==> src/include/dual_select_pkg.sv <==
// shared constants for the dual channel select and reserve arbiter
package dual_select_pkg;
    localparam int CLK_MHZ           = 100;
    localparam int CLK_PERIOD_NS     = 10;
    localparam int RESERVE_PULSE_NS  = 300;
    localparam int TRIED_PULSE_US    = 30;
    localparam int RELEASE_TIME_MS   = 500;
    localparam int SERVO_CLK_KHZ     = 9670;
    // cycle counts: minimum times round up
    localparam int RESERVE_PULSE_CYC = (RESERVE_PULSE_NS + CLK_PERIOD_NS - 1) / CLK_PERIOD_NS;
    localparam int TRIED_PULSE_CYC   = TRIED_PULSE_US * 1000 / CLK_PERIOD_NS;
    localparam int RELEASE_CYC       = RELEASE_TIME_MS * 1000 * CLK_MHZ;
    // phase divider from the 100 MHz clock toward the servo clock rate
    localparam int PHASE_DIV         = (CLK_MHZ * 1000) / SERVO_CLK_KHZ;
    localparam int ADDR_W            = 4;
    localparam int BUS_W             = 10;
    localparam int TAG_W             = 3;
    localparam int BUS_RELEASE_BIT   = 9;
    localparam int BUS_PRIORITY_BIT  = 9;
    localparam int TAG_CONTROL_IDX   = 2;
    localparam int ADDR_INHIBIT_BIT  = 3;
    localparam logic [7:0] PHASE_MAX = 8'(PHASE_DIV - 1);
endpackage

==> src/rtl/pulse_timer.sv <==
// retriggerable down counter producing a fixed-length pulse
`timescale 1ns/1ps
module pulse_timer #(
    parameter int LEN = 30
) (
    input  wire logic clk,
    input  wire logic srst,
    input  wire logic start,
    output logic      active
);
    localparam int W = $clog2(LEN + 1);
    logic [W-1:0] count;

    // refuse a length the counter cannot serve
    if (LEN < 1) begin : g_len_check
        $error("pulse_timer: LEN must be at least 1");
    end

    // load on start, count down to zero
    always_ff @(posedge clk) begin
        if (srst) begin
            count <= '0;
        end else if (start) begin
            count <= W'(LEN);
        end else if (count != '0) begin
            count <= count - W'(1);
        end
    end

    assign active = (count != '0);
endmodule

==> src/rtl/dual_port_select_reserve.sv <==
// dual channel select, reserve, release and priority arbiter
// Behaviour
// - refuse select while other channel holds reserve
// - compare address only on select tag
// - match sets selected, 300 ns reserve pulse
// - unit selected once selected and reserved
// - deselect clears selected, keeps reservation
// - reserve holds until release, priority or timed-mode expiry
// - refused match returns unit selected plus busy
// - refused attempt sets failed attempt flag
// - other free: clear flag, seek end low 30us
// - disabled channel select fails silently
// - timer runs 500 ms past deselect, timed mode
// - absolute mode ignores timer expiry
// - expiry never clears port lockout
// - tag 3 bit 9 clears reserve and lockout
// - priority locks owner, selects requester
// - maintenance switch disables its channel
// - selected flags clocked on alternate phases
// - compare needs open cable detect active
// - lockout stays until other channel clears
`timescale 1ns/1ps
module dual_port_select_reserve
    import dual_select_pkg::*;
#(
    parameter int RELEASE_CYCLES = RELEASE_CYC,
    parameter int TRIED_CYCLES   = TRIED_PULSE_CYC,
    parameter int RESERVE_CYCLES = RESERVE_PULSE_CYC
) (
    input  wire logic              clk,
    input  wire logic              srst,
    input  wire logic [ADDR_W-1:0] plug_address,
    input  wire logic              absolute_hold_mode,
    input  wire logic              timed_hold_mode,
    input  wire logic              first_port_off_position,
    input  wire logic              second_port_off_position,
    input  wire logic [1:0]        select_tag,
    input  wire logic [1:0]        cable_present,
    input  wire logic [ADDR_W-1:0] unit_address_0,
    input  wire logic [ADDR_W-1:0] unit_address_1,
    input  wire logic [TAG_W-1:0]  tag_0,
    input  wire logic [TAG_W-1:0]  tag_1,
    input  wire logic [BUS_W-1:0]  bus_0,
    input  wire logic [BUS_W-1:0]  bus_1,
    output logic [1:0]             select_compare,
    output logic [1:0]             port_enable,
    output logic [1:0]             unit_selected,
    output logic [1:0]             busy,
    output logic [1:0]             seek_end_n,
    output logic [1:0]             failed_attempt_flag,
    output logic [1:0]             port_lockout_flag,
    output logic [1:0]             reserved
);
    logic [1:0] selected;
    logic [1:0] compare;
    logic [1:0] priority_req;
    logic [1:0] release_cmd;
    logic [1:0] owned_by_other;
    logic [1:0] disabled;
    logic [1:0] grant;
    logic [1:0] res_pulse;
    logic [1:0] res_pulse_d;
    logic [1:0] timer_run;
    logic [1:0] timer_run_d;
    logic [1:0] tried_start;
    logic [1:0] tried_active;
    logic [1:0] maint_off;
    logic [1:0] compare_d;
    logic [7:0] phase_cnt;
    logic       phase_en;
    logic       phase;

    // refuse cycle counts that the timers cannot serve
    if (RELEASE_CYCLES < 1 || TRIED_CYCLES < 1 || RESERVE_CYCLES < 1) begin : g_count_check
        $error("dual_port_select_reserve: cycle counts must be positive");
    end

    // decode address match: select tag, cable present, inhibit bit 3 clear and equal address
    function automatic logic addr_match(input logic tag, input logic cable,
                                        input logic [ADDR_W-1:0] a,
                                        input logic [ADDR_W-1:0] plug);
        addr_match = tag && cable && !a[ADDR_INHIBIT_BIT] && (a == plug);
    endfunction

    assign maint_off = {second_port_off_position, first_port_off_position};

    ////////////////////////////////////////////////////////////////////////
    // per channel decode
    always_comb begin
        compare[0] = addr_match(select_tag[0], cable_present[0],
                                unit_address_0, plug_address);
        compare[1] = addr_match(select_tag[1], cable_present[1],
                                unit_address_1, plug_address);
        priority_req[0] = compare[0] && bus_0[BUS_PRIORITY_BIT];
        priority_req[1] = compare[1] && bus_1[BUS_PRIORITY_BIT];
        release_cmd[0]  = selected[0] && tag_0[TAG_CONTROL_IDX] && bus_0[BUS_RELEASE_BIT];
        release_cmd[1]  = selected[1] && tag_1[TAG_CONTROL_IDX] && bus_1[BUS_RELEASE_BIT];
        disabled[0] = port_lockout_flag[0] || maint_off[0];
        disabled[1] = port_lockout_flag[1] || maint_off[1];
        owned_by_other[0] = selected[1] || reserved[1];
        owned_by_other[1] = selected[0] || reserved[0];
        // priority overrides ownership; plain select only when free
        grant[0] = compare[0] && !disabled[0] && (!owned_by_other[0] || priority_req[0]);
        grant[1] = compare[1] && !disabled[1] && (!owned_by_other[1] || priority_req[1]);
    end

    ////////////////////////////////////////////////////////////////////////
    // phase enable: alternating update slots for the selected flags
    always_ff @(posedge clk) begin
        if (srst) begin
            phase_cnt <= '0;
            phase     <= 1'b0;
        end else if (phase_cnt == PHASE_MAX) begin
            phase_cnt <= '0;
            phase     <= ~phase;
        end else begin
            phase_cnt <= phase_cnt + 8'h01;
        end
    end
    assign phase_en = (phase_cnt == PHASE_MAX);

    // selected flags, each channel set only in its own phase slot, cleared in any cycle
    always_ff @(posedge clk) begin
        if (srst) begin
            selected <= 2'b00;
        end else begin
            for (int i = 0; i < 2; i++) begin
                if (port_lockout_flag[i] || maint_off[i] || !compare[i]) begin
                    selected[i] <= 1'b0;
                end else if (phase_en && phase == i[0] && grant[i]
                             && !selected[1-i]) begin
                    selected[i] <= 1'b1;
                end
            end
        end
    end

    // reserve pulse trigger on rising selected flag of a channel
    always_ff @(posedge clk) begin
        if (srst) begin
            compare_d   <= 2'b00;
            res_pulse_d <= 2'b00;
        end else begin
            compare_d   <= selected;
            res_pulse_d <= res_pulse;
        end
    end

    for (genvar g = 0; g < 2; g++) begin : g_chan
        pulse_timer #(.LEN(RESERVE_CYCLES)) u_res (
            .clk    (clk),
            .srst   (srst),
            .start  (selected[g] && !compare_d[g]),
            .active (res_pulse[g])
        );
        pulse_timer #(.LEN(TRIED_CYCLES)) u_tried (
            .clk    (clk),
            .srst   (srst),
            .start  (tried_start[g]),
            .active (tried_active[g])
        );
        pulse_timer #(.LEN(RELEASE_CYCLES)) u_rel (
            .clk    (clk),
            .srst   (srst),
            .start  (selected[g]),
            .active (timer_run[g])
        );
    end

    ////////////////////////////////////////////////////////////////////////
    // reserved flags: set by leading edge of reserve pulse
    always_ff @(posedge clk) begin
        if (srst) begin
            reserved    <= 2'b00;
            timer_run_d <= 2'b00;
        end else begin
            timer_run_d <= timer_run;
            for (int i = 0; i < 2; i++) begin
                if (res_pulse[i] && !res_pulse_d[i]) begin
                    reserved[i] <= 1'b1;
                end else if (release_cmd[i] || port_lockout_flag[i]) begin
                    reserved[i] <= 1'b0;
                end else if (timer_run_d[i] && !timer_run[i] && timed_hold_mode
                             && !absolute_hold_mode) begin
                    reserved[i] <= 1'b0;
                end
            end
        end
    end

    // lockout flags: set by the other channel's priority, cleared by its release
    always_ff @(posedge clk) begin
        if (srst) begin
            port_lockout_flag <= 2'b00;
        end else begin
            for (int i = 0; i < 2; i++) begin
                if (grant[1-i] && priority_req[1-i] && owned_by_other[1-i]) begin
                    port_lockout_flag[i] <= 1'b1;
                end else if (release_cmd[1-i]) begin
                    port_lockout_flag[i] <= 1'b0;
                end
            end
        end
    end

    // failed attempt flags and availability notice
    always_ff @(posedge clk) begin
        if (srst) begin
            failed_attempt_flag <= 2'b00;
        end else begin
            for (int i = 0; i < 2; i++) begin
                if (compare[i] && !disabled[i] && owned_by_other[i] && !priority_req[i]) begin
                    failed_attempt_flag[i] <= 1'b1;
                end else if (failed_attempt_flag[i] && !owned_by_other[i]) begin
                    failed_attempt_flag[i] <= 1'b0;
                end
            end
        end
    end

    always_comb begin
        for (int i = 0; i < 2; i++) begin
            tried_start[i] = failed_attempt_flag[i] && !owned_by_other[i]
                             && !(compare[i] && owned_by_other[i]);
        end
    end

    ////////////////////////////////////////////////////////////////////////
    // responses toward each controller
    always_ff @(posedge clk) begin
        if (srst) begin
            unit_selected  <= 2'b00;
            busy           <= 2'b00;
            seek_end_n     <= 2'b11;
            port_enable    <= 2'b00;
            select_compare <= 2'b00;
        end else begin
            for (int i = 0; i < 2; i++) begin
                select_compare[i] <= compare[i] && !disabled[i];
                port_enable[i]    <= selected[i];
                busy[i]           <= compare[i] && !disabled[i] && !selected[i]
                                     && owned_by_other[i];
                unit_selected[i]  <= (selected[i] && reserved[i])
                                     || (compare[i] && !disabled[i]
                                         && owned_by_other[i]);
                seek_end_n[i]     <= !tried_active[i];
            end
        end
    end

    ////////////////////////////////////////////////////////////////////////
    // checks
    property p_never_both_selected;
        @(posedge clk) disable iff (srst) !(selected[0] && selected[1]);
    endproperty
    a_never_both_selected: assert property (p_never_both_selected)
        else $error("both channels selected");

    property p_refuse_owned;
        @(posedge clk) disable iff (srst)
            (compare[0] && reserved[1] && !priority_req[0]) |=> !selected[0];
    endproperty
    a_refuse_owned: assert property (p_refuse_owned)
        else $error("channel 0 selected while channel 1 reserved");

    property p_busy_response;
        @(posedge clk) disable iff (srst)
            (compare[1] && !disabled[1] && owned_by_other[1] && !selected[1])
            |=> busy[1] && unit_selected[1];
    endproperty
    a_busy_response: assert property (p_busy_response)
        else $error("busy not returned on refused select");

    property p_disabled_silent;
        @(posedge clk) disable iff (srst)
            (maint_off[0] && !srst) |=> ##1 (!unit_selected[0] && !busy[0]);
    endproperty
    a_disabled_silent: assert property (p_disabled_silent)
        else $error("response from disabled channel");

    property p_release_clears;
        @(posedge clk) disable iff (srst)
            release_cmd[1] && !(res_pulse[1] && !res_pulse_d[1])
            |=> !reserved[1] && !port_lockout_flag[0];
    endproperty
    a_release_clears: assert property (p_release_clears)
        else $error("release did not clear reserve and lockout");

    property p_unit_sel_needs_flags;
        @(posedge clk) disable iff (srst)
            $rose(unit_selected[0]) |-> $past(selected[0] && reserved[0])
                                        || $past(owned_by_other[0]);
    endproperty
    a_unit_sel_needs_flags: assert property (p_unit_sel_needs_flags)
        else $error("unit selected without cause");

    property p_notice_length;
        @(posedge clk) disable iff (srst)
            $fell(seek_end_n[0]) |-> !seek_end_n[0] [*8];
    endproperty
    a_notice_length: assert property (p_notice_length)
        else $error("availability notice too short");

    property p_notice_length_1;
        @(posedge clk) disable iff (srst)
            $fell(seek_end_n[1]) |-> !seek_end_n[1] [*8];
    endproperty
    a_notice_length_1: assert property (p_notice_length_1)
        else $error("availability notice too short on channel 1");

    property p_absolute_holds;
        @(posedge clk) disable iff (srst)
            (absolute_hold_mode && reserved[0] && !release_cmd[0] && !port_lockout_flag[0])
            |=> reserved[0];
    endproperty
    a_absolute_holds: assert property (p_absolute_holds)
        else $error("absolute reservation lost");

    property p_lockout_stays;
        @(posedge clk) disable iff (srst)
            (port_lockout_flag[0] && !release_cmd[1]) |=> port_lockout_flag[0];
    endproperty
    a_lockout_stays: assert property (p_lockout_stays)
        else $error("lockout cleared without release");

    c_select: cover property (@(posedge clk) disable iff (srst) $rose(unit_selected[0]));
    c_busy: cover property (@(posedge clk) disable iff (srst) $rose(busy[1]));
    c_lockout: cover property (@(posedge clk) disable iff (srst) $rose(port_lockout_flag[0]));
    c_notice: cover property (@(posedge clk) disable iff (srst) $fell(seek_end_n[1]));
endmodule

==> config.mk <==
export PLATFORM = sky130hd
export DESIGN_NAME = dual_port_select_reserve
export DESIGN_NICKNAME = d
export VERILOG_FILES = /design/src/include/dual_select_pkg.sv /design/src/rtl/pulse_timer.sv /design/src/rtl/dual_port_select_reserve.sv
export SDC_FILE = /design/constraint.sdc
export NUM_CORES = 1
export LEC_CHECK = 0
export BUFFER_PORTS_ARGS = -buffer_cell sky130_fd_sc_hd__buf_2
export CAP_MARGIN = 40
export CORE_AREA = 3 3 113 115
export DETAILED_ROUTE_END_ITERATION = 10
export DIE_AREA = 0 0 116 118
export SYNTH_ARGS = -nofsm -noshare
export SYNTH_HDL_FRONTEND = slang
export SYNTH_SLANG_ARGS = --single-unit
==> constraint.sdc <==
create_clock -name clk -period 5.15 [get_ports clk]
set_clock_uncertainty 0.1 [all_clocks]
set_input_delay 0.515 -clock clk [delete_from_list [all_inputs] [get_ports clk]]
set_output_delay 0.515 -clock clk [all_outputs]
set_load 0.02 [all_outputs]
==> impl_metrics.prom, run 1 <==
# TYPE chip_impl_metric gauge
chip_impl_metric{name="wirelength",unit="um"} 11400
chip_impl_metric{name="std_cell_rows",unit=""} 40
chip_impl_metric{name="num_vias",unit=""} 4427
chip_impl_metric{name="detailedPlace.worstSlack",unit="ns"} 2.43
chip_impl_metric{name="min_path_cells",unit=""} 2
chip_impl_metric{name="placement.cell_area",unit="um2"} 5650
chip_impl_metric{name="total_of_endpoints_with_negative_setup_slack_in_the_final_report",unit=""} 0
chip_impl_info{name="run_status",value="completed"} 1
chip_impl_info{name="type_of_the_tightest_min_delay_check",value="input pin to flip-flop"} 1
chip_impl_metric{name="synth.ff_latch_count",unit=""} 117
chip_impl_info{name="timing_worst_setup_path_type",value="flip-flop to flip-flop"} 1
chip_impl_info{name="crit_start",value="g_chan[1].u_rel.count[14]$_SDFFE_PP0P_"} 1
chip_impl_metric{name="ant_nets",unit=""} 0
chip_impl_metric{name="i_o_pins",unit=""} 64
chip_impl_metric{name="layout_worst_path_cycle_share",unit=""} 0.534
chip_impl_metric{name="number_of_buffers_created_by_cts",unit=""} 17
chip_impl_metric{name="synth_enable_flop_cells",unit=""} 0
chip_impl_metric{name="hold_violations",unit=""} 0
chip_impl_metric{name="final.setup.worst_slack",unit="ns"} 2.40
chip_impl_info{name="worstReg2RegEnd",value="g_chan[1].u_rel.count[17]$_SDFFE_PP0P_"} 1
chip_impl_info{name="netlist.top_cell.by_area",value="sky130_fd_sc_hd__dfxtp_1"} 1
chip_impl_metric{name="syn2layout_area_growth",unit="%"} 16.6
chip_impl_metric{name="setup_tns",unit="ns"} 0
chip_impl_info{name="cts_root_buffer",value="sky130_fd_sc_hd__clkbuf_16"} 1
chip_impl_info{name="cts_tree",value="built"} 1
chip_impl_metric{name="grt_max_degree",unit=""} 61
chip_impl_metric{name="number_of_global_route_vias_before_repair",unit=""} 4249
chip_impl_metric{name="antenna_cells",unit=""} 0
chip_impl_metric{name="cts_resized",unit=""} 0
chip_impl_metric{name="initial_core_util",unit=""} 0.448
chip_impl_metric{name="met2_wirelength",unit="um"} 5380
chip_impl_info{name="synth_top_flop_cell",value="sky130_fd_sc_hd__dfxtp_1"} 1
chip_impl_metric{name="via_per_inst",unit=""} 5.51
chip_impl_metric{name="async_flop_share",unit=""} 0
chip_impl_metric{name="die_area",unit="um2"} 13700
chip_impl_info{name="yosysMostFrequentCell",value="sky130_fd_sc_hd__dfxtp_1"} 1
chip_impl_metric{name="min_tclk_post_route",unit="ns"} 2.75
chip_impl_metric{name="synth_fp_nets",unit=""} 664
chip_impl_metric{name="finalNetCount",unit=""} 702
chip_impl_metric{name="met3_wirelength",unit="um"} 512
chip_impl_info{name="cp-start-kind",value="flip-flop"} 1
chip_impl_metric{name="cts.hold.buffers_added",unit=""} 0
chip_impl_metric{name="insertion_delay",unit="ns"} 0.41
chip_impl_metric{name="max_cap_viol_count",unit=""} 0
chip_impl_metric{name="grt_usage",unit=""} 0.178
chip_impl_metric{name="final-instance-count-excl-fill",unit=""} 803
chip_impl_metric{name="timing.hold.ws",unit="ns"} 0.225
chip_impl_metric{name="drt_drc_violations_left",unit=""} 0
chip_impl_info{name="yosys-top-cells-area",value="sky130_fd_sc_hd__dfxtp_1 44%, sky130_fd_sc_hd__xnor2_1 5.1%, sky130_fd_sc_hd__nor2_1 5.1%, sky130_fd_sc_hd__a21oi_1 4.6%, sky130_fd_sc_hd__xor2_1 4.1%"} 1
chip_impl_metric{name="dp.final_hpwl",unit="um"} 7850
chip_impl_metric{name="final_util",unit=""} 0.522
chip_impl_metric{name="place.detailed.instances",unit=""} 773
chip_impl_info{name="synth_top_cells_by_count",value="117 x sky130_fd_sc_hd__dfxtp_1, 72 x sky130_fd_sc_hd__nor2_1, 49 x sky130_fd_sc_hd__a21oi_1, 31 x sky130_fd_sc_hd__nand2_1, 31 x sky130_fd_sc_hd__xnor2_1"} 1
chip_impl_metric{name="worst_setup_hold_path_clk_slew",unit="ns"} 0.05
chip_impl_metric{name="first_iter_violations",unit=""} 294
chip_impl_metric{name="synth_sequential_area_ratio",unit=""} 0.439
chip_impl_metric{name="total_leakage_power",unit="nW"} 2.48
chip_impl_metric{name="die_w",unit="um"} 116
chip_impl_metric{name="fraction_of_post_synthesis_cell_area_in_the_top_cell_type_by_area",unit=""} 0.439
chip_impl_metric{name="cp_data_required_time",unit="ns"} 5.32
chip_impl_metric{name="slew_headroom",unit=""} 0.465
chip_impl_metric{name="wirelength_met1",unit="um"} 5310
chip_impl_metric{name="num-fill-cells",unit=""} 1110
chip_impl_info{name="cp-end-kind",value="flip-flop"} 1
chip_impl_metric{name="power.density_cell_area",unit="nW/um2"} 775
chip_impl_metric{name="fmax",unit="MHz"} 364
chip_impl_metric{name="number_of_antenna_violations_at_the_first_check_in_global_routing",unit=""} 0
chip_impl_info{name="grt_setup_unrepaired",value="false"} 1
chip_impl_metric{name="cts_buffer_depth",unit=""} 2
chip_impl_metric{name="synth.cell_area",unit="um2"} 5340
chip_impl_metric{name="ys_warn_count",unit=""} 0
chip_impl_metric{name="detail_route.wl_per_cell",unit="um"} 14.2
chip_impl_metric{name="clkSinkCount",unit=""} 117
chip_impl_metric{name="post_cts_buffers",unit=""} 0
chip_impl_metric{name="global_route_wire_length_before_repair",unit="um"} 19600
chip_impl_info{name="critical_path.reg2reg.startpoint",value="g_chan[1].u_rel.count[14]$_SDFFE_PP0P_"} 1
chip_impl_metric{name="final-seq-area",unit="um2"} 2340
chip_impl_metric{name="die-height",unit="um"} 118
chip_impl_metric{name="cts-htree-levels",unit=""} 4
chip_impl_metric{name="multi_input_area",unit="um2"} 2800
chip_impl_metric{name="r2r_setup_slack",unit="ns"} 2.40
chip_impl_metric{name="finalWeightedCongestion",unit=""} 0.832
chip_impl_info{name="top_layer",value="met4"} 1
chip_impl_metric{name="placeableCoreArea",unit="um2"} 11900
chip_impl_metric{name="drt_first_pass_iters",unit=""} 4
chip_impl_metric{name="globalRoute.totalOverflow",unit=""} 0
chip_impl_metric{name="postLayoutCellArea",unit="um2"} 6220
chip_impl_metric{name="numPortBuffers",unit=""} 41
chip_impl_metric{name="length_in_cells_of_the_worst_reg_to_reg_path",unit=""} 5
chip_impl_metric{name="postSynthAreaPerCell",unit="um2"} 8.79
chip_impl_metric{name="cp_max_fo",unit=""} 15
chip_impl_metric{name="max-vdd-ir-drop",unit="mV"} 0.276
chip_impl_info{name="cp-endpoint",value="g_chan[1].u_rel.count[17]$_SDFFE_PP0P_"} 1
chip_impl_metric{name="ys_types",unit=""} 59
chip_impl_metric{name="report.final.slew_viol_count",unit=""} 0
chip_impl_metric{name="totalPowerFinal",unit="mW"} 4.82
chip_impl_metric{name="arrival",unit="ns"} 2.92
chip_impl_metric{name="postSynthCellCount",unit=""} 607
chip_impl_metric{name="worst-slew-pin-transition",unit="ns"} 0.799
chip_impl_metric{name="drive_above_1_share",unit=""} 0.131
power breakdown:
| group | leakage, nW | switching [mW] | internal, mW | total [mW] |
|---|---|---|---|---|
| registers | 0.958 | 0.274 | 1.20 | 1.47 |
| clock network | 0.285 | 0.383 | 0.745 | 1.13 |
| logic | 1.24 | 1.31 | 0.915 | 2.22 |
sequential cells by signal (all words and copies together), names as in the netlist:
register / flops
port_enable: 2
reserved: 2
phase: 1
selected: 2
res_pulse_d: 2
phase_cnt: 8
busy: 2
timer_run_d: 2
g_chan.u_rel.count: 52
g_chan.u_tried.count: 24
port_lockout_flag: 2
failed_attempt_flag: 2
seek_end_n: 2
unit_selected: 2
g_chan.u_res.count: 10
select_compare: 2
critical path, cell delays in order (launching register included):
cell and delay, ns:
sky130_fd_sc_hd__dfxtp_1 0.35, sky130_fd_sc_hd__or4_1 0.71, sky130_fd_sc_hd__nor4b_4 0.78, sky130_fd_sc_hd__a211oi_1 0.29
sky130_fd_sc_hd__a211oi_1 0.29, sky130_fd_sc_hd__a311oi_1 0.07
cells by family (layout without fill, tap and decap cells):
family | Yosys count | after routing | share of synthesized area
and+or+nand+nor | 253 | 253 | 0.260
AOI/OAI and AO/OA | 117 | 117 | 0.140
DFF | 117 | 117 | 0.439
xor gates and xnor gates | 56 | 56 | 0.0919
buffers and inverters | 49 | 98 | 0.0363
adders and majority gates | 9 | 9 | 0.0211
muxes | 6 | 6 | 0.0115
how the worst min path moves through the flow:
stage                               from                           end  slack (ns)
6_report        second_port_off_position  select_compare[1]$_SDFF_PP0_        0.22
5_1_grt         second_port_off_position  select_compare[1]$_SDFF_PP0_        0.22
4_1_cts         second_port_off_position  select_compare[1]$_SDFF_PP0_        0.21
3_5_place_dp   res_pulse_d[1]$_SDFF_PP0_      reserved[1]$_SDFFE_PP0P_        0.30
3_3_place_gp   res_pulse_d[1]$_SDFF_PP0_      reserved[1]$_SDFFE_PP0P_        0.31
2_1_floorplan  res_pulse_d[1]$_SDFF_PP0_      reserved[1]$_SDFFE_PP0P_        0.30
cells in the final DEF (no fill, tap or decap), types with 3 or more instances in the layout:
cell / instances
sky130_fd_sc_hd__and3_1: 6
sky130_fd_sc_hd__a31oi_1: 16
sky130_fd_sc_hd__nor4_1: 14
sky130_fd_sc_hd__o31ai_1: 11
sky130_fd_sc_hd__clkbuf_8: 7
sky130_fd_sc_hd__or3_1: 16
sky130_fd_sc_hd__clkbuf_16: 17
sky130_fd_sc_hd__clkbuf_1: 3
sky130_fd_sc_hd__nand4b_1: 6
sky130_fd_sc_hd__nor4b_1: 4
sky130_fd_sc_hd__o21ai_0: 9
sky130_fd_sc_hd__a2111oi_0: 5
sky130_fd_sc_hd__or2_2: 6
sky130_fd_sc_hd__nor3_1: 26
sky130_fd_sc_hd__a211oi_1: 8
sky130_fd_sc_hd__nor2b_1: 10
sky130_fd_sc_hd__ha_1: 9
sky130_fd_sc_hd__or4_1: 10
sky130_fd_sc_hd__nand4_1: 7
sky130_fd_sc_hd__nor2_1: 72
sky130_fd_sc_hd__buf_2: 41
sky130_fd_sc_hd__nand2_1: 31
sky130_fd_sc_hd__xor2_1: 25
sky130_fd_sc_hd__mux2i_1: 5
sky130_fd_sc_hd__a21oi_1: 49
sky130_fd_sc_hd__dfxtp_1: 117
sky130_fd_sc_hd__nand3b_1: 6
sky130_fd_sc_hd__xnor2_1: 31
sky130_fd_sc_hd__inv_1: 23
sky130_fd_sc_hd__nand3_1: 20
sky130_fd_sc_hd__o21ai_1: 3
sky130_fd_sc_hd__nand2b_1: 5
final cells by class:
type                    instances  share of cell area
flip-flops and latches        117               0.376
clock buffers                  27              0.0857
multi-input cells             441               0.450
inverters                      24              0.0145
repair buffers                 44              0.0376
clock inverters                 3             0.00643
well taps                     147              0.0296
layer usage:
layer  track usage  up-vias
met5             0        -
li1              -     2260
met2         0.279       89
met1         0.224     2058
met4        0.0863        0
met3        0.0458       20
(Power assumes the default switching activity.)
==> run 2: changes to the inputs <==
==> constraint.sdc (replaced) <==
create_clock -name clk -period 2.6 [get_ports clk]
set_clock_uncertainty 0.1 [all_clocks]
set_input_delay 0.26 -clock clk [delete_from_list [all_inputs] [get_ports clk]]
set_output_delay 0.26 -clock clk [all_outputs]
set_load 0.02 [all_outputs]
==> run 2 against run 1 <==
Critical path depth stayed put. Highest routed layer unchanged. Count of clock-buffer cells in the layout is 4 lower. Power is 110% higher. Die area stayed put. Sequential power is 98% higher. Register-to-register slack worse by 2.2 ns.
==> impl_metrics.prom, run 2 (synthesized netlist as in run 1, its figures left out) <==
# TYPE chip_impl_metric gauge
chip_impl_info{name="leading_cell_types_in_the_layout_fill_and_taps_excluded",value="117 x sky130_fd_sc_hd__dfxtp_1, 72 x sky130_fd_sc_hd__nor2_1, 49 x sky130_fd_sc_hd__a21oi_1, 41 x sky130_fd_sc_hd__buf_2"} 1
chip_impl_info{name="regMostFlops",value="g_chan.u_rel.count"} 1
chip_impl_metric{name="numPortBuffers",unit=""} 41
chip_impl_metric{name="via_per_inst",unit=""} 5.48
chip_impl_info{name="biggestRegsByFlops",value="g_chan.u_rel.count (52), g_chan.u_tried.count (24), g_chan.u_res.count (10)"} 1
chip_impl_metric{name="report.final.slew_viol_count",unit=""} 0
chip_impl_metric{name="insertion_delay",unit="ns"} 0.41
chip_impl_metric{name="die_w",unit="um"} 116
chip_impl_metric{name="fmax",unit="MHz"} 424
chip_impl_metric{name="place.detailed.instances",unit=""} 787
chip_impl_metric{name="cp_max_fo",unit=""} 8
chip_impl_metric{name="num_vias",unit=""} 4511
chip_impl_metric{name="max-vdd-ir-drop",unit="mV"} 0.897
chip_impl_info{name="run_status",value="completed"} 1
chip_impl_info{name="cts_tree",value="built"} 1
chip_impl_info{name="grt_setup_unrepaired",value="false"} 1
chip_impl_metric{name="globalRoute.totalOverflow",unit=""} 0
chip_impl_metric{name="arrival",unit="ns"} 2.54
chip_impl_metric{name="slew_headroom",unit=""} 0.579
chip_impl_metric{name="drt_first_pass_iters",unit=""} 7
chip_impl_info{name="worst_path_max_delay_cell",value="sky130_fd_sc_hd__or4_1"} 1
chip_impl_metric{name="initial_core_util",unit=""} 0.448
chip_impl_metric{name="die_area",unit="um2"} 13700
chip_impl_metric{name="drt_drc_violations_left",unit=""} 0
chip_impl_metric{name="cts-htree-levels",unit=""} 4
chip_impl_metric{name="worst_path_largest_cell_delay",unit="ns"} 0.71
chip_impl_metric{name="finalWeightedCongestion",unit=""} 0.804
chip_impl_metric{name="wirelength",unit="um"} 11400
chip_impl_info{name="holdPathEnd",value="select_compare[0]$_SDFF_PP0_"} 1
chip_impl_metric{name="setup_tns",unit="ns"} 0
chip_impl_info{name="min_from",value="first_port_off_position"} 1
chip_impl_metric{name="first_iter_violations",unit=""} 280
chip_impl_metric{name="detail_route.wl_per_cell",unit="um"} 13.9
chip_impl_metric{name="number_of_antenna_violations_at_the_first_check_in_global_routing",unit=""} 0
chip_impl_info{name="timing_worst_setup_path_type",value="flip-flop to flip-flop"} 1
chip_impl_info{name="critical_path.cell_chain",value="or4_1 > or4b_4 > o211a_1 > xnor2_1 > nor2_1"} 1
chip_impl_metric{name="grt_max_degree",unit=""} 33
chip_impl_metric{name="cp_data_required_time",unit="ns"} 2.78
chip_impl_metric{name="worst_setup_hold_path_clk_slew",unit="ns"} 0.05
chip_impl_metric{name="length_in_cells_of_the_worst_reg_to_reg_path",unit=""} 5
chip_impl_metric{name="dp.final_hpwl",unit="um"} 7920
chip_impl_info{name="cp-end-kind",value="flip-flop"} 1
chip_impl_metric{name="largest_register_ffs",unit=""} 52
chip_impl_metric{name="max_cap_viol_count",unit=""} 0
chip_impl_metric{name="std_cell_rows",unit=""} 40
chip_impl_info{name="critical_path.reg2reg.startpoint",value="g_chan[1].u_rel.count[14]$_SDFFE_PP0P_"} 1
chip_impl_metric{name="power.density_cell_area",unit="nW/um2"} 1590
chip_impl_info{name="layout_commonest_cell",value="sky130_fd_sc_hd__dfxtp_1"} 1
chip_impl_metric{name="min_path_cells",unit=""} 3
chip_impl_metric{name="antenna_cells",unit=""} 0
chip_impl_info{name="cts_root_buffer",value="sky130_fd_sc_hd__clkbuf_16"} 1
chip_impl_metric{name="die-height",unit="um"} 118
chip_impl_metric{name="ant_nets",unit=""} 0
chip_impl_metric{name="grt_usage",unit=""} 0.174
chip_impl_metric{name="r2r_setup_slack",unit="ns"} 0.24
chip_impl_info{name="type_of_the_tightest_min_delay_check",value="input pin to flip-flop"} 1
chip_impl_metric{name="hold_violations",unit=""} 0
chip_impl_metric{name="cts_buffer_depth",unit=""} 2
chip_impl_metric{name="i_o_pins",unit=""} 64
chip_impl_info{name="worstReg2RegEnd",value="g_chan[1].u_rel.count[5]$_SDFFE_PP0P_"} 1
chip_impl_metric{name="total_leakage_power",unit="nW"} 2.58
chip_impl_metric{name="finalNetCount",unit=""} 720
chip_impl_metric{name="number_of_buffers_created_by_cts",unit=""} 17
chip_impl_metric{name="total_of_endpoints_with_negative_setup_slack_in_the_final_report",unit=""} 0
chip_impl_metric{name="final-instance-count-excl-fill",unit=""} 823
chip_impl_metric{name="clkSinkCount",unit=""} 117
chip_impl_metric{name="worst-slew-pin-transition",unit="ns"} 0.627
chip_impl_metric{name="global_route_wire_length_before_repair",unit="um"} 19300
chip_impl_metric{name="layout_worst_path_cycle_share",unit=""} 0.908
chip_impl_metric{name="min_tclk_post_route",unit="ns"} 2.36
chip_impl_metric{name="placeableCoreArea",unit="um2"} 11900
chip_impl_info{name="cp-start-kind",value="flip-flop"} 1
chip_impl_metric{name="number_of_global_route_vias_before_repair",unit=""} 4194
chip_impl_metric{name="drive_above_1_share",unit=""} 0.152
chip_impl_metric{name="syn2layout_area_growth",unit="%"} 20.0
[run 2: area by class of cell]
type	count	area [um2]
clock buffers	23	468
clock inverters	9	150
fillers	1122	5510
inverters	24	90.1
multi-input cells	441	2800
flip-flops and latches	117	2340
well taps	147	184
repair buffers	62	368
[run 2: worst max-delay path, delay by kind of cell (launching register included)]
family,cells,cell delay (ns)
DFF,1,0.35
AOI/OAI and AO/OA,1,0.25
xor gates and xnor gates,1,0.13
and+or+nand+nor,3,1.38
[run 2: worst max-delay path by stage]
stage | from | to | cells after the start
finish | g_chan[1].u_rel.count[14]$_SDFFE_PP0P_ | g_chan[1].u_rel.count[5]$_SDFFE_PP0P_ | 5
CTS | g_chan[1].u_rel.count[14]$_SDFFE_PP0P_ | g_chan[1].u_rel.count[17]$_SDFFE_PP0P_ | 5
floorplan | g_chan[1].u_rel.count[14]$_SDFFE_PP0P_ | g_chan[1].u_rel.count[5]$_SDFFE_PP0P_ | 6
global placement | g_chan[1].u_rel.count[14]$_SDFFE_PP0P_ | g_chan[1].u_rel.count[17]$_SDFFE_PP0P_ | 5
global route | g_chan[0].u_rel.count[2]$_SDFFE_PP0P_ | g_chan[0].u_rel.count[19]$_SDFFE_PP0P_ | 6
detailed placement | g_chan[1].u_rel.count[14]$_SDFFE_PP0P_ | g_chan[1].u_rel.count[17]$_SDFFE_PP0P_ | 5
[run 2: power breakdown]
part | leakage (nW) | internal [mW] | switching [mW]
clock network | 0.297 | 1.65 | 0.790
registers | 0.958 | 2.38 | 0.536
logic | 1.32 | 2.16 | 2.67
total | 2.58 | 6.18 | 4.00
[run 2: timing repair]
| item | in CTS | in global routing |
|---|---|---|
| setup buffers | 0 | 2 |
| gates resized for setup | 0 | 0 |
| hold endpoints to repair | 1 | 0 |
| hold buffers | 2 | 0 |
| endpoints found under the setup margin | 0 | 2 |
[run 2: metrics by stage]
stage                     total power [mW]  cell area, um2  hold slack, ns  worst slack [ns]   util
after floorplan                       6.54            5340           0.260             0.419      -
after global placement                7.51            5750           0.309             0.196  0.483
after detailed placement              7.63            5750           0.304             0.163  0.483
after CTS                             10.1            6390          0.0421             0.146  0.536
after global routing                  11.0            6400          0.0637            0.0301  0.537
final                                 10.2            6400          0.0720             0.240  0.537
[run 2: routing by layer]
metal  GRT usage  share of wire  routed length (um)  up-vias
li1            -              -                   -     2291
met3      0.0586          0.045                 513       14
met5           0              0                   0        -
met4      0.0595          0.014                 163        0
met1       0.230           0.48                5520     2132
met2       0.267           0.46                5220       74
